### src/core/pipe_slot_regs.vh
/*
 * Constants for the five-stage pipeline slot controller: stage bit
 * positions, reset values and fixed stage lengths.
 * Assumes it is included by its bare name from core/.
 */
`ifndef PIPE_SLOT_REGS_VH
`define PIPE_SLOT_REGS_VH

// ****************************************
// stage positions in the stage vector
// ****************************************
`define STG_FETCH      0
`define STG_DECODE     1
`define STG_EXECUTE    2
`define STG_MEMACC     3
`define STG_WBDSP      4
`define STG_COUNT      5

// ****************************************
// reset values
// ****************************************
`define STG_VALID_RST  5'h00
`define WORD_RST       16'h0000
`define CNT_RST        8'h00

// ****************************************
// fixed stage length in cycles
// ****************************************
`define FIXED_STAGE_CYC 1'h1

`endif

### src/core/pipe_slot_ctrl.v
/*
 * Slot control for a five-stage in-order pipeline: fetch, decode,
 * execute, memory access, write-back/DSP. Stages advance together at
 * the end of each slot; a slot lasts for any data access plus the fetch that waits for it.
 * Assumes instruction and data memory on clock_i with request/ack
 * handshakes, and an external decoder that classifies id_word_o in
 * the same cycle.
 */
`timescale 1ns/10ps
`default_nettype none
`include "pipe_slot_regs.vh"

module pipe_slot_ctrl #(
  parameter IW = 16,
  parameter CW = 8
) (
  input  wire          clock_i,
  input  wire          rstn_i,
  input  wire          run_i,
  output reg           imem_req_o,
  input  wire          imem_ack_i,
  input  wire [IW-1:0] imem_rdata_i,
  output reg           dmem_req_o,
  output reg           dmem_we_o,
  input  wire          dmem_ack_i,
  input  wire          dec_ma_i,
  input  wire          dec_load_i,
  input  wire          dec_store_i,
  input  wire          dec_dsp_i,
  input  wire          dec_nop_i,
  output reg  [IW-1:0] id_word_o,
  output reg  [IW-1:0] ex_word_o,
  output reg  [4:0]    stage_v_o,
  output reg           slot_start_o,
  output reg  [CW-1:0] slot_cycles_o,
  output reg           ex_start_o,
  output reg  [CW-1:0] exec_cycles_o,
  output reg           exec_valid_o,
  output reg           wbd_fire_o
);

  // ****************************************
  // functions
  // ****************************************
  // saturating increment
  function [CW-1:0] sat_inc;
    input [CW-1:0] v;
    begin
      if (&v) begin
        sat_inc = v;
      end else begin
        sat_inc = v + {{(CW-1){1'b0}}, 1'b1};
      end
    end
  endfunction

  // write-back/DSP needed by the decoded class
  function wbd_need;
    input load;
    input dsp;
    input store;
    input nop;
    begin
      wbd_need = load | (dsp & ~store & ~nop);
    end
  endfunction

  // ****************************************
  // state
  // ****************************************
  reg [IW-1:0] fetch_word_q;
  reg          ex_ma_q;
  reg          ex_st_q;
  reg          ex_wbd_q;
  reg          ma_ma_q;
  reg          ma_wbd_q;
  reg          ma_pend_q;
  reg          if_pend_q;
  reg          wb_early_q;
  reg          seen_ex_q;
  reg [CW-1:0] slot_len_q;
  reg [CW-1:0] ex_cnt_q;

  wire         ma_done;
  wire         if_done;
  wire         ma_left;
  wire         if_left;
  wire         slot_end;
  wire         dec_wbd;
  reg          ma_pend_d;
  reg          if_pend_d;
  reg          ex_start_d;
  reg  [IW-1:0] fetched;
  localparam [CW-1:0] one_cnt = {{(CW-1){1'b0}}, `FIXED_STAGE_CYC};

  // ****************************************
  // slot timing
  // ****************************************
  // memory stages end on ack
  assign ma_done = ma_pend_q & dmem_ack_i;
  assign if_done = imem_req_o & imem_ack_i;
  assign ma_left = ma_pend_q & ~dmem_ack_i;
  assign if_left = if_pend_q & ~if_done;
  assign slot_end = ~ma_left & ~if_left;

  // no DSP for stores or nop
  assign dec_wbd = wbd_need(dec_load_i, dec_dsp_i, dec_store_i, dec_nop_i);

  // ****************************************
  // next slot decisions
  // ****************************************
  always @* begin
    ex_start_d = slot_end & stage_v_o[`STG_DECODE];
    if (slot_end) begin
      ma_pend_d = stage_v_o[`STG_EXECUTE] & ex_ma_q;
      if_pend_d = run_i;
    end else begin
      ma_pend_d = ma_left;
      if_pend_d = if_left;
    end
    if (if_done) begin
      fetched = imem_rdata_i;
    end else begin
      fetched = fetch_word_q;
    end
  end

  // ****************************************
  // memory handshakes
  // ****************************************
  always @(posedge clock_i or negedge rstn_i) begin
    if (!rstn_i) begin
      ma_pend_q    <= 1'b0;
      if_pend_q    <= 1'b0;
      dmem_req_o   <= 1'b0;
      imem_req_o   <= 1'b0;
      fetch_word_q <= `WORD_RST;
    end else begin
      ma_pend_q  <= ma_pend_d;
      if_pend_q  <= if_pend_d;
      dmem_req_o <= ma_pend_d;
      imem_req_o <= if_pend_d & ~ma_pend_d;
      if (if_done) begin
        fetch_word_q <= imem_rdata_i;
      end
    end
  end

  always @(posedge clock_i or negedge rstn_i) begin
    if (!rstn_i) begin
      dmem_we_o <= 1'b0;
    end else if (slot_end) begin
      dmem_we_o <= ex_st_q;
    end
  end

  // ****************************************
  // stage registers
  // ****************************************
  always @(posedge clock_i or negedge rstn_i) begin
    if (!rstn_i) begin
      stage_v_o <= `STG_VALID_RST;
    end else if (slot_end) begin
      stage_v_o[`STG_FETCH]   <= run_i;
      stage_v_o[`STG_DECODE]  <= stage_v_o[`STG_FETCH];
      stage_v_o[`STG_EXECUTE] <= stage_v_o[`STG_DECODE];
      stage_v_o[`STG_MEMACC]  <= stage_v_o[`STG_EXECUTE]
                                 & (ex_ma_q | ex_wbd_q);
      stage_v_o[`STG_WBDSP]   <= stage_v_o[`STG_MEMACC] & ma_wbd_q
                                 & ~wb_early_q;
    end
  end

  // ****************************************
  // pipeline payload
  // ****************************************
  // words held while slot stalls
  always @(posedge clock_i or negedge rstn_i) begin
    if (!rstn_i) begin
      id_word_o <= `WORD_RST;
      ex_word_o <= `WORD_RST;
    end else if (slot_end) begin
      id_word_o <= fetched;
      ex_word_o <= id_word_o;
    end
  end

  // ****************************************
  // decoded class per stage
  // ****************************************
  always @(posedge clock_i or negedge rstn_i) begin
    if (!rstn_i) begin
      ex_ma_q  <= 1'b0;
      ex_st_q  <= 1'b0;
      ex_wbd_q <= 1'b0;
      ma_ma_q  <= 1'b0;
      ma_wbd_q <= 1'b0;
    end else if (slot_end) begin
      ex_ma_q  <= dec_ma_i;
      ex_st_q  <= dec_store_i;
      ex_wbd_q <= dec_wbd;
      ma_ma_q  <= ex_ma_q;
      ma_wbd_q <= ex_wbd_q;
    end
  end

  // ****************************************
  // write-back/DSP firing
  // ****************************************
  always @(posedge clock_i or negedge rstn_i) begin
    if (!rstn_i) begin
      wb_early_q <= 1'b0;
      wbd_fire_o <= 1'b0;
    end else begin
      if (ma_done & ma_wbd_q & ma_ma_q & if_left) begin
        wb_early_q <= 1'b1;
        wbd_fire_o <= 1'b1;
      end else if (slot_end) begin
        wb_early_q <= 1'b0;
        wbd_fire_o <= stage_v_o[`STG_MEMACC] & ma_wbd_q & ~wb_early_q;
      end else begin
        wbd_fire_o <= 1'b0;
      end
    end
  end

  // ****************************************
  // slot length
  // ****************************************
  always @(posedge clock_i or negedge rstn_i) begin
    if (!rstn_i) begin
      slot_len_q    <= one_cnt;
      slot_cycles_o <= `CNT_RST;
      slot_start_o  <= 1'b0;
    end else begin
      slot_start_o <= slot_end;
      if (slot_end) begin
        slot_cycles_o <= slot_len_q;
        slot_len_q    <= one_cnt;
      end else begin
        slot_len_q <= sat_inc(slot_len_q);
      end
    end
  end

  // ****************************************
  // execution time
  // ****************************************
  always @(posedge clock_i or negedge rstn_i) begin
    if (!rstn_i) begin
      ex_cnt_q      <= `CNT_RST;
      exec_cycles_o <= `CNT_RST;
      exec_valid_o  <= 1'b0;
      ex_start_o    <= 1'b0;
      seen_ex_q     <= 1'b0;
    end else begin
      ex_start_o <= ex_start_d;
      if (ex_start_d) begin
        ex_cnt_q      <= one_cnt;
        seen_ex_q     <= 1'b1;
        exec_cycles_o <= ex_cnt_q;
        exec_valid_o  <= seen_ex_q;
      end else begin
        ex_cnt_q     <= sat_inc(ex_cnt_q);
        exec_valid_o <= 1'b0;
      end
    end
  end

endmodule // pipe_slot_ctrl

`default_nettype wire

### config.mk
export PLATFORM = sky130hd
export DESIGN_NAME = pipe_slot_ctrl
export DESIGN_NICKNAME = d
export VERILOG_FILES = /design/src/core/pipe_slot_ctrl.v
export VERILOG_INCLUDE_DIRS = /design/src /design/src/core
export SDC_FILE = /design/constraint.sdc
export NUM_CORES = 1
export LEC_CHECK = 0
export BUFFER_PORTS_ARGS = -buffer_cell sky130_fd_sc_hd__buf_2
export CAP_MARGIN = 30
export CORE_AREA = 2 2 91 93
export CTS_CLUSTER_SIZE = 8
export DETAILED_ROUTE_END_ITERATION = 10
export DIE_AREA = 0 0 93 95
export PLACE_DENSITY = 0.77
export SETUP_SLACK_MARGIN = 0.1
export SLEW_MARGIN = 10
export SYNTH_ARGS = -nofsm -noshare
export SYNTH_HDL_FRONTEND = slang
export SYNTH_SLANG_ARGS = --single-unit
### constraint.sdc
create_clock -name clock_i -period 2.1 [get_ports clock_i]
set_input_delay 0 -clock clock_i [delete_from_list [all_inputs] [get_ports clock_i]]
set_output_delay 0 -clock clock_i [all_outputs]
set_load 0.01 [all_outputs]
Word level (Yosys, flattened, before mapping):

Index checks and enable logic that the tools add are counted.

* memory bits (writable): 0
* memories kept: 0
* latch bits: 0
* ROM bits: 0
* flip-flop bits (word level): 100
* word-level logic and storage cells: 68

* $mul: 0
* order comparisons: 0
* add/subtract/negate cells: 2
* bitwise gates (word level): 26
* muxes and demuxes: 12
* div/mod/pow operators: 0
* reductions and logical operators: 3
* equal/unequal tests: 2
* shifts and indexed selects: 0

Operators with widths (count)
* $mux W8: 4
* $add A8 B1 Y8 const B: 2
* $and A1 B1 Y1: 16
* $mux W16: 1
* $reduce_and A8 Y1: 2
* $not A1 Y1: 8
* $mux W1: 7
* $ne A2 B2 Y1 const B: 2
* $or A1 B1 Y1: 2
* $reduce_bool A2 Y1: 1

Depth between registers and ports, before layout:

Gate-level depths: netlist of the first run.

* depth after elaboration: 8
* depth in mapped cells: 6
* depth with buffers taken out: 4

Worst setup path after synthesis of the first run:

No wires, ideal clock.

* kind: flip-flop to flip-flop
* start point: register slot_len_q[0]
* end point: register slot_len_q[6]
* buffers on the path: 1
* arrival: 1.350 ns
* path slack: 0.629 ns
* required time: 1.978 ns
* setup time: 0.122 ns
* stages on the path, launching flop included: 6
* cell sequence: dfstp_2 -> ha_1 -> and4_1 -> clkbuf_1 -> and4b_1 -> nor3_1

* word-level cells in the longest chain between the ends: 3
* elaborated cells on any way between the ends: 5
* classes of those cells: add/sub: 1; eq/ne: 1; mux: 2; reduce/logical: 1

RTL lines
* start, declared: RTL line pipe_slot_ctrl.v:81 `reg [CW-1:0] slot_len_q;`
* start signal, assigned: RTL line pipe_slot_ctrl.v:232 `slot_len_q <= one_cnt;`
* start signal, assigned: RTL line pipe_slot_ctrl.v:239 `slot_len_q <= one_cnt;`
* start signal, assigned: RTL line pipe_slot_ctrl.v:241 `slot_len_q <= sat_inc(slot_len_q);`
* $add A8 B1 Y8: RTL line pipe_slot_ctrl.v:52 `sat_inc = v + {{(CW-1){1'b0}}, 1'b1};`
* $mux W8: RTL line pipe_slot_ctrl.v:49 `if (&v) begin`
* $mux W8: RTL line pipe_slot_ctrl.v:237 `if (slot_end) begin`

Several ways; a longest one is shown, not always the timed one. The select of a mux whose other input is x is not followed.
A chain may end at the register's enable or synchronous reset.

Final worst setup path of the first run:

* start point: register ma_pend_q
* end point: register stage_v_o[1]

* word-level cells in the longest chain between the ends: 3

RTL lines
* start, declared: RTL line pipe_slot_ctrl.v:77 `reg ma_pend_q;`
* start signal, assigned: RTL line pipe_slot_ctrl.v:139 `ma_pend_q <= ma_pend_d;`
* $and A1 B1 Y1: RTL line pipe_slot_ctrl.v:102 `assign ma_left = ma_pend_q & ~dmem_ack_i;`
* $not A1 Y1: RTL line pipe_slot_ctrl.v:104 `assign slot_end = ~ma_left & ~if_left;`
* $and A1 B1 Y1: RTL line pipe_slot_ctrl.v:104
* end signal, assigned: RTL line pipe_slot_ctrl.v:162 `` stage_v_o <= `STG_VALID_RST; ``
* end signal, assigned by index: RTL line pipe_slot_ctrl.v:164 `` stage_v_o[`STG_FETCH] <= run_i; ``
* end signal, assigned by index: RTL line pipe_slot_ctrl.v:165 `` stage_v_o[`STG_DECODE] <= stage_v_o[`STG_FETCH]; ``
* end, declared: RTL line pipe_slot_ctrl.v:33 `output reg [4:0] stage_v_o,`

No other way between the ends.

==> metrics.yaml, run 1 <==
status: "finished, final reports clean"
hold_viol: 0
grt_max_degree: 60
yosysSeqAreaShare_pct: 60.2
antennaDiodeCount: 0
area_growth_pct: 23.4
drv_slew: 0
drv_cap: 0
worstMarginPinSlew_ns: 0.573
grtUsageTotal_pct: 19.8
wl_per_cell_um: 16.5
syn_area_per_cell_sq_um: 14.5
power_density_mw_per_mm2: 1480
crit_type: "flop to flop"
viasPerCell: 5.48
grt_pass1_wl_um: 13300
path_max_fanout: 20
layout_setup_ws_ns: 0.314
relSlewSlack_pct: 61.7
end_kind: "flop"
cp.arrival_ns: 2.02
dp.cells: 469
die_x_um: 93
gr-total-overflow: 0
io_pins: 86
detailed_place_hpwl_um: 5650
grt_pass1_vias: 2692
cp-start-kind: "flop"
synth_top_family_by_area: "multiplexers"
postRouteAntennaNets: 0
netlist_area_sq_mm: 0.00416
die_area_sq_mm: 0.00884
num-nets-final: 426
clkLatencyLatePin_ns: 0.36
max_freq_mhz: 560
antenna_found_initial: 0
path_cells: "nand2b_1 > nand2_8 > inv_4 > buf_12 > mux2_4"
cts_setup_buffers: 0
clkSinkCount: 100
wl_um: 8380
final_cells: 508
synth-edff-count: 0
cp.required_ns: 2.34
synth_xor_area_share_pct: 0
synth_compound_area_share_pct: 7.07
fin_tns_setup_ns: 0
p_leak_nw: 2.46
placed_area_sq_mm: 0.00467
cts_buffers: 9
root_buffer: "clkbuf_8"
cts_tree: "yes"
ys.flop_type: "dfrtp_1"
total_power_mw: 7.57
vias: 2782
clock_path_buffers: 2
clkSlewWorstSetupHoldPaths_ns: 0.09
setup_viol: 0
htree_levels: 3
nFillCells: 588
post-route-period-util_pct: 85.0
ys_warn_count: 0
synthArstFlopShare_pct: 100
drt_iter0_markers: 184
core-area_sq_mm: 0.00793
synth_mux_area_share_pct: 22.2
synthSimpleGateAreaFrac_pct: 7.04
start_util_pct: 52.4
gp_congestion: 0.795
critical_path.slowest_cell: "dfrtp_1"
die_h_um: 95
drive_above_1_share_pct: 43.9
min_path_type: "input pin to flop"
synth-adder-area-share_pct: 0.602
skew_ns: 0.00894
rsz0062_at_grt: "no"
drc: 0
peakVddDrop_v: 0.000816
final_area_sq_mm: 0.00513
pre_cts_ws_ns: 0.197
std_cell_rows: 33
crit_path_max_incr_delay_ns: 0.43
synthCells: 286
synth_seq_cells: 100
syn_nets: 314
synth.distinct_cells: 44
min_period_ns: 1.79
portBuffers: 85
drt-pass1-iter-count: 4
## cell type report
cell class	count	area, sq um	share of cell area, %
sequential	100	2500	48.8
multi-input combinational	171	1530	29.9
timing repair buffer	112	713	13.9
clock buffer	12	135	2.63
tap	105	131	2.56
clock inverter	4	97.6	1.90
inverter	4	17.5	0.341
## critical path: cells and delay by family, from the launching register on
family,cells,cell delay (ns)
DFF,1,0.43
buffers and inverters,2,0.43
and+or+nand+nor,2,0.50
muxes,1,0.30
## cells in the mapped netlist, drive strengths merged, types with 2 or more instances
cell type,instances,share of area (%)
dfrtp,99,60
mux2,71,22
o21ai,18,2.2
nand2,12,1.7
a21oi,9,1.1
buf,9,2.3
nand3,9,1.2
nor3,7,0.84
a31oi,4,0.60
nand4,4,0.60
a21boi,3,0.54
a21o,3,0.54
and3,3,0.45
inv,3,0.27
nor2,3,0.27
a211oi,2,0.36
and4,2,0.42
clkbuf,2,0.18
ha,2,0.60
mux2i,2,0.48
nand2b,2,0.30
nand3b,2,0.36
o22ai,2,0.30
## state kept, by name (all words and copies together), names as in the netlist, 5 cells and up
name / cells
stage_v_o: 5
slot_len_q: 8
exec_cycles_o: 8
ex_word_o: 16
id_word_o: 16
ex_cnt_q: 8
fetch_word_q: 16
slot_cycles_o: 8
## routing by layer
layer  global-route usage (%)  routed length, um  vias to the layer above
met5                        0                  0                        -
met4                     12.1                337                        0
met3                     2.55                329                       30
met2                     31.2               4020                       89
met1                     26.3               3700                     1397
li1                         -                  -                     1266
## metrics by stage
stage          util (%)  hold WS, ns
2_1_floorplan         -       -0.296
3_3_place_gp       58.9       0.0193
3_5_place_dp       58.9       0.0283
4_1_cts            64.7       0.0656
5_1_grt            64.7       0.0868
6_report           64.7       0.0717
## cell usage in the layout, fill, tap and decap left out, types with 2 or more instances in the layout
cell	n
a31oi_1	4
clkbuf_1	3
a21oi_1	9
a211oi_1	2
buf_2	84
a21boi_0	3
and3_1	3
buf_12	2
bufinv_16	3
o21ai_0	18
mux2_1	2
o22ai_1	2
inv_1	2
and4_1	2
dfrtp_1	99
buf_4	3
a21o_1	3
nor3_1	7
nand2b_1	2
nor2_1	3
nand4_1	4
nand3_1	8
mux2i_1	2
nand2_1	10
mux2_2	42
nand3b_1	2
dlygate4sd3_1	23
ha_1	2
mux2_4	27
clkbuf_8	9
## report_power, final
group / switching, mW / leakage, nW / internal (mW)
Sequential: 0.544 / 1.23 / 2.72
Clock: 0.614 / 0.111 / 0.793
Combinational: 1.33 / 1.12 / 1.57
## kinds of logic (layout without fill, tap and decap cells)
group / Yosys count / count (layout)
flops: 100 / 100
fa+ha+maj: 2 / 2
buf+inv: 15 / 132
compound gates: 47 / 47
simple gates: 49 / 49
mux: 73 / 73
## repair_timing
| item | 4_1_cts | 5_1_grt |
|---|---|---|
| hold buffers | 23 | 0 |
| endpoints found under the setup margin | 0 | 5 |
| hold endpoints to repair | 64 | 0 |
| gates resized for setup | 0 | 2 |
## path summary, 6_finish.rpt
check	slack (ns)	end	cells after the start	from
worst max-delay path	0.31	stage_v_o[1]	5	ma_pend_q
worst min-delay path	0.07	if_pend_q	3	imem_ack_i
worst max register to register	0.31	stage_v_o[1]	5	ma_pend_q
worst min register to register	0.47	seen_ex_q	1	seen_ex_q
max in group asynchronous	1.22	slot_len_q[1]	3	rstn_i
min in group asynchronous	0.17	slot_cycles_o[7]	2	rstn_i
Note: power is estimated with default switching activity, not from simulation.
==> run 2: changes to the inputs <==
--- a/config.mk
+++ b/config.mk
@@ -8,11 +8,11 @@
 export LEC_CHECK = 0
 export BUFFER_PORTS_ARGS = -buffer_cell sky130_fd_sc_hd__buf_2
 export CAP_MARGIN = 30
-export CORE_AREA = 2 2 91 93
+export CORE_AREA = 2 2 128 68
 export CTS_CLUSTER_SIZE = 8
 export DETAILED_ROUTE_END_ITERATION = 10
-export DIE_AREA = 0 0 93 95
-export PLACE_DENSITY = 0.77
+export DIE_AREA = 0 0 130 70
+export PLACE_DENSITY = 0.76
 export SETUP_SLACK_MARGIN = 0.1
 export SLEW_MARGIN = 10
 export SYNTH_ARGS = -nofsm -noshare
==> metrics.yaml, run 2 (same netlist as run 1, synthesis figures left out) <==
post-route-period-util_pct: 84.2  # -0.81 points
crit_start: "ma_pend_q"
final_area_sq_mm: 0.00523  # +2.0%
cp.arrival_ns: 1.99  # -0.03 ns
htree_levels: 3  # unchanged
relSlewSlack_pct: 56.0  # -5.7 points
wl_um: 8790  # +4.8%
p_leak_nw: 2.50  # +1.9%
grtUsageTotal_pct: 20.4  # +0.61 points
hold_path.startpoint: "imem_ack_i"
min_period_ns: 1.77  # -0.0171 ns
drt_iter0_markers: 172  # -6.5%
grt_pass1_wl_um: 13900  # +4.6%
drv_slew: 0  # unchanged
reg_top3: "ex_word_o x16, fetch_word_q x16, id_word_o x16"
gp_congestion: 0.828  # +4.1%
detailed_place_hpwl_um: 5910  # +4.6%
final_cell_mix: "dfrtp_1, buf_2, mux2_2"
cts_setup_buffers: 0  # unchanged
drt-pass1-iter-count: 4  # unchanged
end_kind: "flop"
grt_max_degree: 46  # -23%
die_h_um: 70  # -26%
antennaDiodeCount: 0  # unchanged
viasPerCell: 5.23  # -4.4%
num-nets-final: 428  # +0.47%
layout_commonest_cell: "dfrtp_1"
start_util_pct: 50.7  # -1.7 points
rsz0062_at_grt: "no"
min_path_type: "input pin to flop"
die_x_um: 130  # +40%
clock_path_buffers: 2  # unchanged
drc: 0  # unchanged
placed_area_sq_mm: 0.00470  # +0.64%
postRouteAntennaNets: 0  # unchanged
nFillCells: 633  # +7.7%
clkSlewWorstSetupHoldPaths_ns: 0.06  # -0.03 ns
vias: 2722  # -2.2%
setup_viol: 0  # unchanged
grt_pass1_vias: 2664  # -1.0%
status: "finished, final reports clean"
worstMarginPinSlew_ns: 0.658  # +0.0848 ns
std_cell_rows: 24  # -27%
cts_buffers: 9  # unchanged
cts_tree: "yes"
wl_per_cell_um: 16.9  # +2.4%
crit_type: "flop to flop"
rr_startpoint: "ma_pend_q"
path_max_fanout: 34  # +70%
root_buffer: "clkbuf_16"
antenna_found_initial: 0  # unchanged
clkSinkCount: 100  # unchanged
cp-start-kind: "flop"
fin_tns_setup_ns: 0  # unchanged
die_area_sq_mm: 0.00910  # +3.0%
skew_ns: 0.00574  # -0.00320 ns
clkLatencyLatePin_ns: 0.34  # -0.02 ns
cts.repair.resized: 0  # unchanged
io_pins: 86  # unchanged
drv_cap: 0  # unchanged
whs_ns: 0.0906  # +0.0189 ns
peakVddDrop_v: 0.000724  # -11%
power_density_mw_per_mm2: 1510  # +2.6%
gr-total-overflow: 0  # unchanged
portBuffers: 85  # unchanged
max_freq_mhz: 565  # +0.97%
cp.required_ns: 2.32  # -0.02 ns
area_growth_pct: 25.9
hold_viol: 0  # unchanged
core-area_sq_mm: 0.00820  # +3.4%
drive_above_1_share_pct: 44.2  # +0.25 points
post-route-util_pct: 63.8  # -0.90 points
## run 2: changes by cell type in the layout (fill, tap and decap cells not counted), sizes merged
cell and delta:
buf +2, clkinvlp -1, bufinv -1
## run 2: final timing paths
check | endpoint | slack [ns] | cells past startpoint
setup / recovery | ex_word_o[4] | 0.33 | 4
hold / removal | if_pend_q | 0.09 | 3
setup reg to reg | ex_word_o[4] | 0.33 | 4
hold reg to reg | seen_ex_q | 0.48 | 1
max in group asynchronous | ex_cnt_q[6] | 1.26 | 3
min in group asynchronous | slot_cycles_o[4] | 0.19 | 2
## run 2: repair_timing
item	in CTS	in global routing
hold buffers	23	0
endpoints found under the hold margin	65	0
setup endpoints to repair	0	0
## run 2: routing by layer
| layer | track usage (%) | share of wire, % | vias to the layer above |
|---|---|---|---|
| met5 | 0 | 0 | - |
| met4 | 5.14 | 0.79 | 0 |
| met3 | 8.97 | 8.0 | 9 |
| met2 | 27.8 | 43 | 83 |
| met1 | 29.8 | 48 | 1356 |
| li1 | - | - | 1274 |
## run 2: through the flow
stage | setup WS [ns] | power (mW) | cells
global placement | 0.421 | 6.07 | 483
CTS | 0.332 | 8.00 | 520
floorplan | 0.629 | 5.25 | 286
finish | 0.332 | 7.93 | 520
detailed placement | 0.345 | 6.22 | 483
global route | 0.177 | 8.40 | 520
## run 2: final cells by class
class | count | area, sq um | area share (%)
Tap cell | 117 | 146 | 2.80
Inverter | 4 | 15.0 | 0.287
Multi-Input combinational cell | 171 | 1530 | 29.3
Clock inverter | 2 | 60.1 | 1.15
Clock buffer | 12 | 246 | 4.71
Timing Repair Buffer | 114 | 728 | 13.9
Sequential cell | 100 | 2500 | 47.8
## run 2: worst max-delay path, cell delays in order, from the launching register on
cell and delay (ns):
dfrtp_1 0.41, nand2b_1 0.27, nand2_8 0.16, buf_4 0.42, mux2_2 0.40
## run 2: power by group
part | total, mW | internal [mW] | switching, mW
Combinational | 2.93 | 1.58 | 1.34
Sequential | 3.28 | 2.73 | 0.551
Clock | 1.72 | 1.06 | 0.657
Total | 7.93 | 5.37 | 2.55
==> run 3: changes to the inputs <==
--- a/config.mk
+++ b/config.mk
@@ -8,11 +8,11 @@
 export LEC_CHECK = 0
 export BUFFER_PORTS_ARGS = -buffer_cell sky130_fd_sc_hd__buf_2
 export CAP_MARGIN = 30
-export CORE_AREA = 2 2 128 68
+export CORE_AREA = 2 2 134 71
 export CTS_CLUSTER_SIZE = 8
 export DETAILED_ROUTE_END_ITERATION = 10
-export DIE_AREA = 0 0 130 70
-export PLACE_DENSITY = 0.76
+export DIE_AREA = 0 0 136 73
+export PLACE_DENSITY = 0.73
 export SETUP_SLACK_MARGIN = 0.1
 export SLEW_MARGIN = 10
 export SYNTH_ARGS = -nofsm -noshare
==> constraint.sdc (replaced) <==
create_clock -name clock_i -period 1.54 [get_ports clock_i]
set_input_delay 0 -clock clock_i [delete_from_list [all_inputs] [get_ports clock_i]]
set_output_delay 0 -clock clock_i [all_outputs]
set_load 0.01 [all_outputs]
==> metrics.yaml, run 3 (same netlist as run 1, synthesis figures left out) <==
whs_ns: 0.000359  # -0.0903 ns
status: "finished, final reports clean"
post-route-util_pct: 61.7  # -2.2 points
grtUsageTotal_pct: 19.2  # -1.2 points
start_util_pct: 46.5  # -4.2 points
root_buffer: "clkbuf_16"
die_area_sq_mm: 0.00993  # +9.1%
cp-start-kind: "flop"
dp.cells: 502  # +3.9%
die_h_um: 73  # +4.3%
relSlewSlack_pct: 72.2  # +16 points
drv_cap: 0  # unchanged
portBuffers: 85  # unchanged
detailed_place_hpwl_um: 6000  # +1.5%
grt_pass1_vias: 2811  # +5.5%
drt_iter0_markers: 173  # +0.58%
std_cell_rows: 25  # +4.2%
wl_per_cell_um: 16.8  # -0.68%
final_area_sq_mm: 0.00552  # +5.4%
crit_type: "flop to flop"
setup_viol: 0  # unchanged
cts_buffers: 9  # unchanged
num-nets-final: 449  # +4.9%
wl_um: 9170  # +4.3%
drive_above_1_share_pct: 50.6  # +6.4 points
vias: 2888  # +6.1%
area_growth_pct: 32.7
cp.arrival_ns: 1.65  # -0.34 ns
gp_congestion: 0.798  # -3.6%
max_freq_mhz: 700  # +24%
worstMarginPinSlew_ns: 0.417  # -0.241 ns
critical_path.slowest_cell: "dfrtp_1"
postRouteAntennaNets: 0  # unchanged
min_path_type: "input pin to flop"
io_pins: 86  # unchanged
layout_setup_ws_ns: 0.111  # -0.221 ns
viasPerCell: 5.29  # +1.0%
drc: 0  # unchanged
rsz0062_at_grt: "yes"
clkLatencyLatePin_ns: 0.34  # about the same
skew_ns: 0.00944  # +0.00370 ns
final_cells: 546  # +5.0%
drt-pass1-iter-count: 4  # unchanged
path_max_fanout: 14  # -59%
cts_tree: "yes"
gr-total-overflow: 0  # unchanged
hold_viol: 0  # unchanged
htree_levels: 3  # unchanged
peakVddDrop_v: 0.00101  # +39%
pre_cts_ws_ns: -0.0463  # -0.391 ns
grt_pass1_wl_um: 14400  # +3.2%
grt_max_degree: 43  # -6.5%
drv_slew: 0  # unchanged
p_leak_nw: 2.62  # +4.6%
clkSinkCount: 100  # unchanged
antennaDiodeCount: 0  # unchanged
power_density_mw_per_mm2: 2030  # +34%
placed_area_sq_mm: 0.00482  # +2.6%
core-area_sq_mm: 0.00895  # +9.1%
cp.required_ns: 1.76  # -0.56 ns
layout_commonest_cell: "dfrtp_1"
crit_path_max_incr_delay_ns: 0.41  # about the same
post-route-period-util_pct: 92.8  # +8.6 points
path_cells: "a21bo_4 > nand2_8 > buf_6 > mux2_2"
reg_top3: "ex_word_o x16, fetch_word_q x16, id_word_o x16"
end_kind: "flop"
clkSlewWorstSetupHoldPaths_ns: 0.07  # about the same
min_period_ns: 1.43  # -0.339 ns
total_power_mw: 11.2  # +41%
clock_path_buffers: 2  # unchanged
antenna_found_initial: 0  # unchanged
fin_tns_setup_ns: 0  # unchanged
die_x_um: 136  # +4.6%
final_cell_mix: "dfrtp_1, buf_2, mux2_2"
run 3: cell types whose count changed in the layout (fill, tap and decap cells not counted), sizes merged:
| cell | delta |
|---|---|
| dlygate4sd3 | -1 |
| clkinvlp | +2 |
| clkinv | +2 |
| bufinv | -2 |
| buf | +20 |
| nand2 | +1 |
run 3: area by class of cell:
| cell class | instances | area, sq um |
|---|---|---|
| multi-input cells | 172 | 1650 |
| fillers | 729 | 3430 |
| clock buffers | 11 | 253 |
| well taps | 121 | 151 |
| repair buffers | 134 | 913 |
| inverters | 4 | 20.0 |
| flip-flops and latches | 100 | 2500 |
| clock inverters | 4 | 25.0 |
run 3: worst paths after layout:
kind | start | end | slack (ns) | depth (start not counted)
min reg2reg | seen_ex_q | seen_ex_q | 0.45 | 1
max | imem_req_o | ex_word_o[5] | 0.11 | 4
min in group asynchronous | rstn_i | exec_valid_o | 0.15 | 2
max reg2reg | imem_req_o | ex_word_o[5] | 0.11 | 4
min | dec_dsp_i | ex_wbd_q | 0.0004 | 3
max in group asynchronous | rstn_i | fetch_word_q[1] | 0.82 | 3
run 3: critical path, delay by kind of cell (launching register included):
kind	cells	cell delay (ns)
DFF	1	0.41
muxes	1	0.35
AOI/OAI and AO/OA	1	0.27
buffers and inverters	1	0.19
and+or+nand+nor	1	0.09
run 3: metal layers:
| metal | track usage (%) | vias to the layer above | wire [um] |
|---|---|---|---|
| li1 | - | 1321 | - |
| met1 | 26.8 | 1471 | 4360 |
| met2 | 29.0 | 81 | 4130 |
| met3 | 6.25 | 15 | 550 |
| met4 | 5.79 | 0 | 134 |
| met5 | 0 | - | 0 |
run 3: what timing repair did:
action	in CTS	in global routing
pin swaps	2	3
endpoints found under the setup margin	44	46
gates resized for setup	9	14
hold buffers	22	0
buffers inserted	4	1
gates cloned	1	1
endpoints found under the hold margin	88	0
run 3: report_power, final:
part / total, mW / switching [mW] / internal [mW]
clock: 2.10 / 0.927 / 1.17
sequential: 4.43 / 0.713 / 3.72
combinational: 4.67 / 2.09 / 2.58
total: 11.2 / 3.73 / 7.47
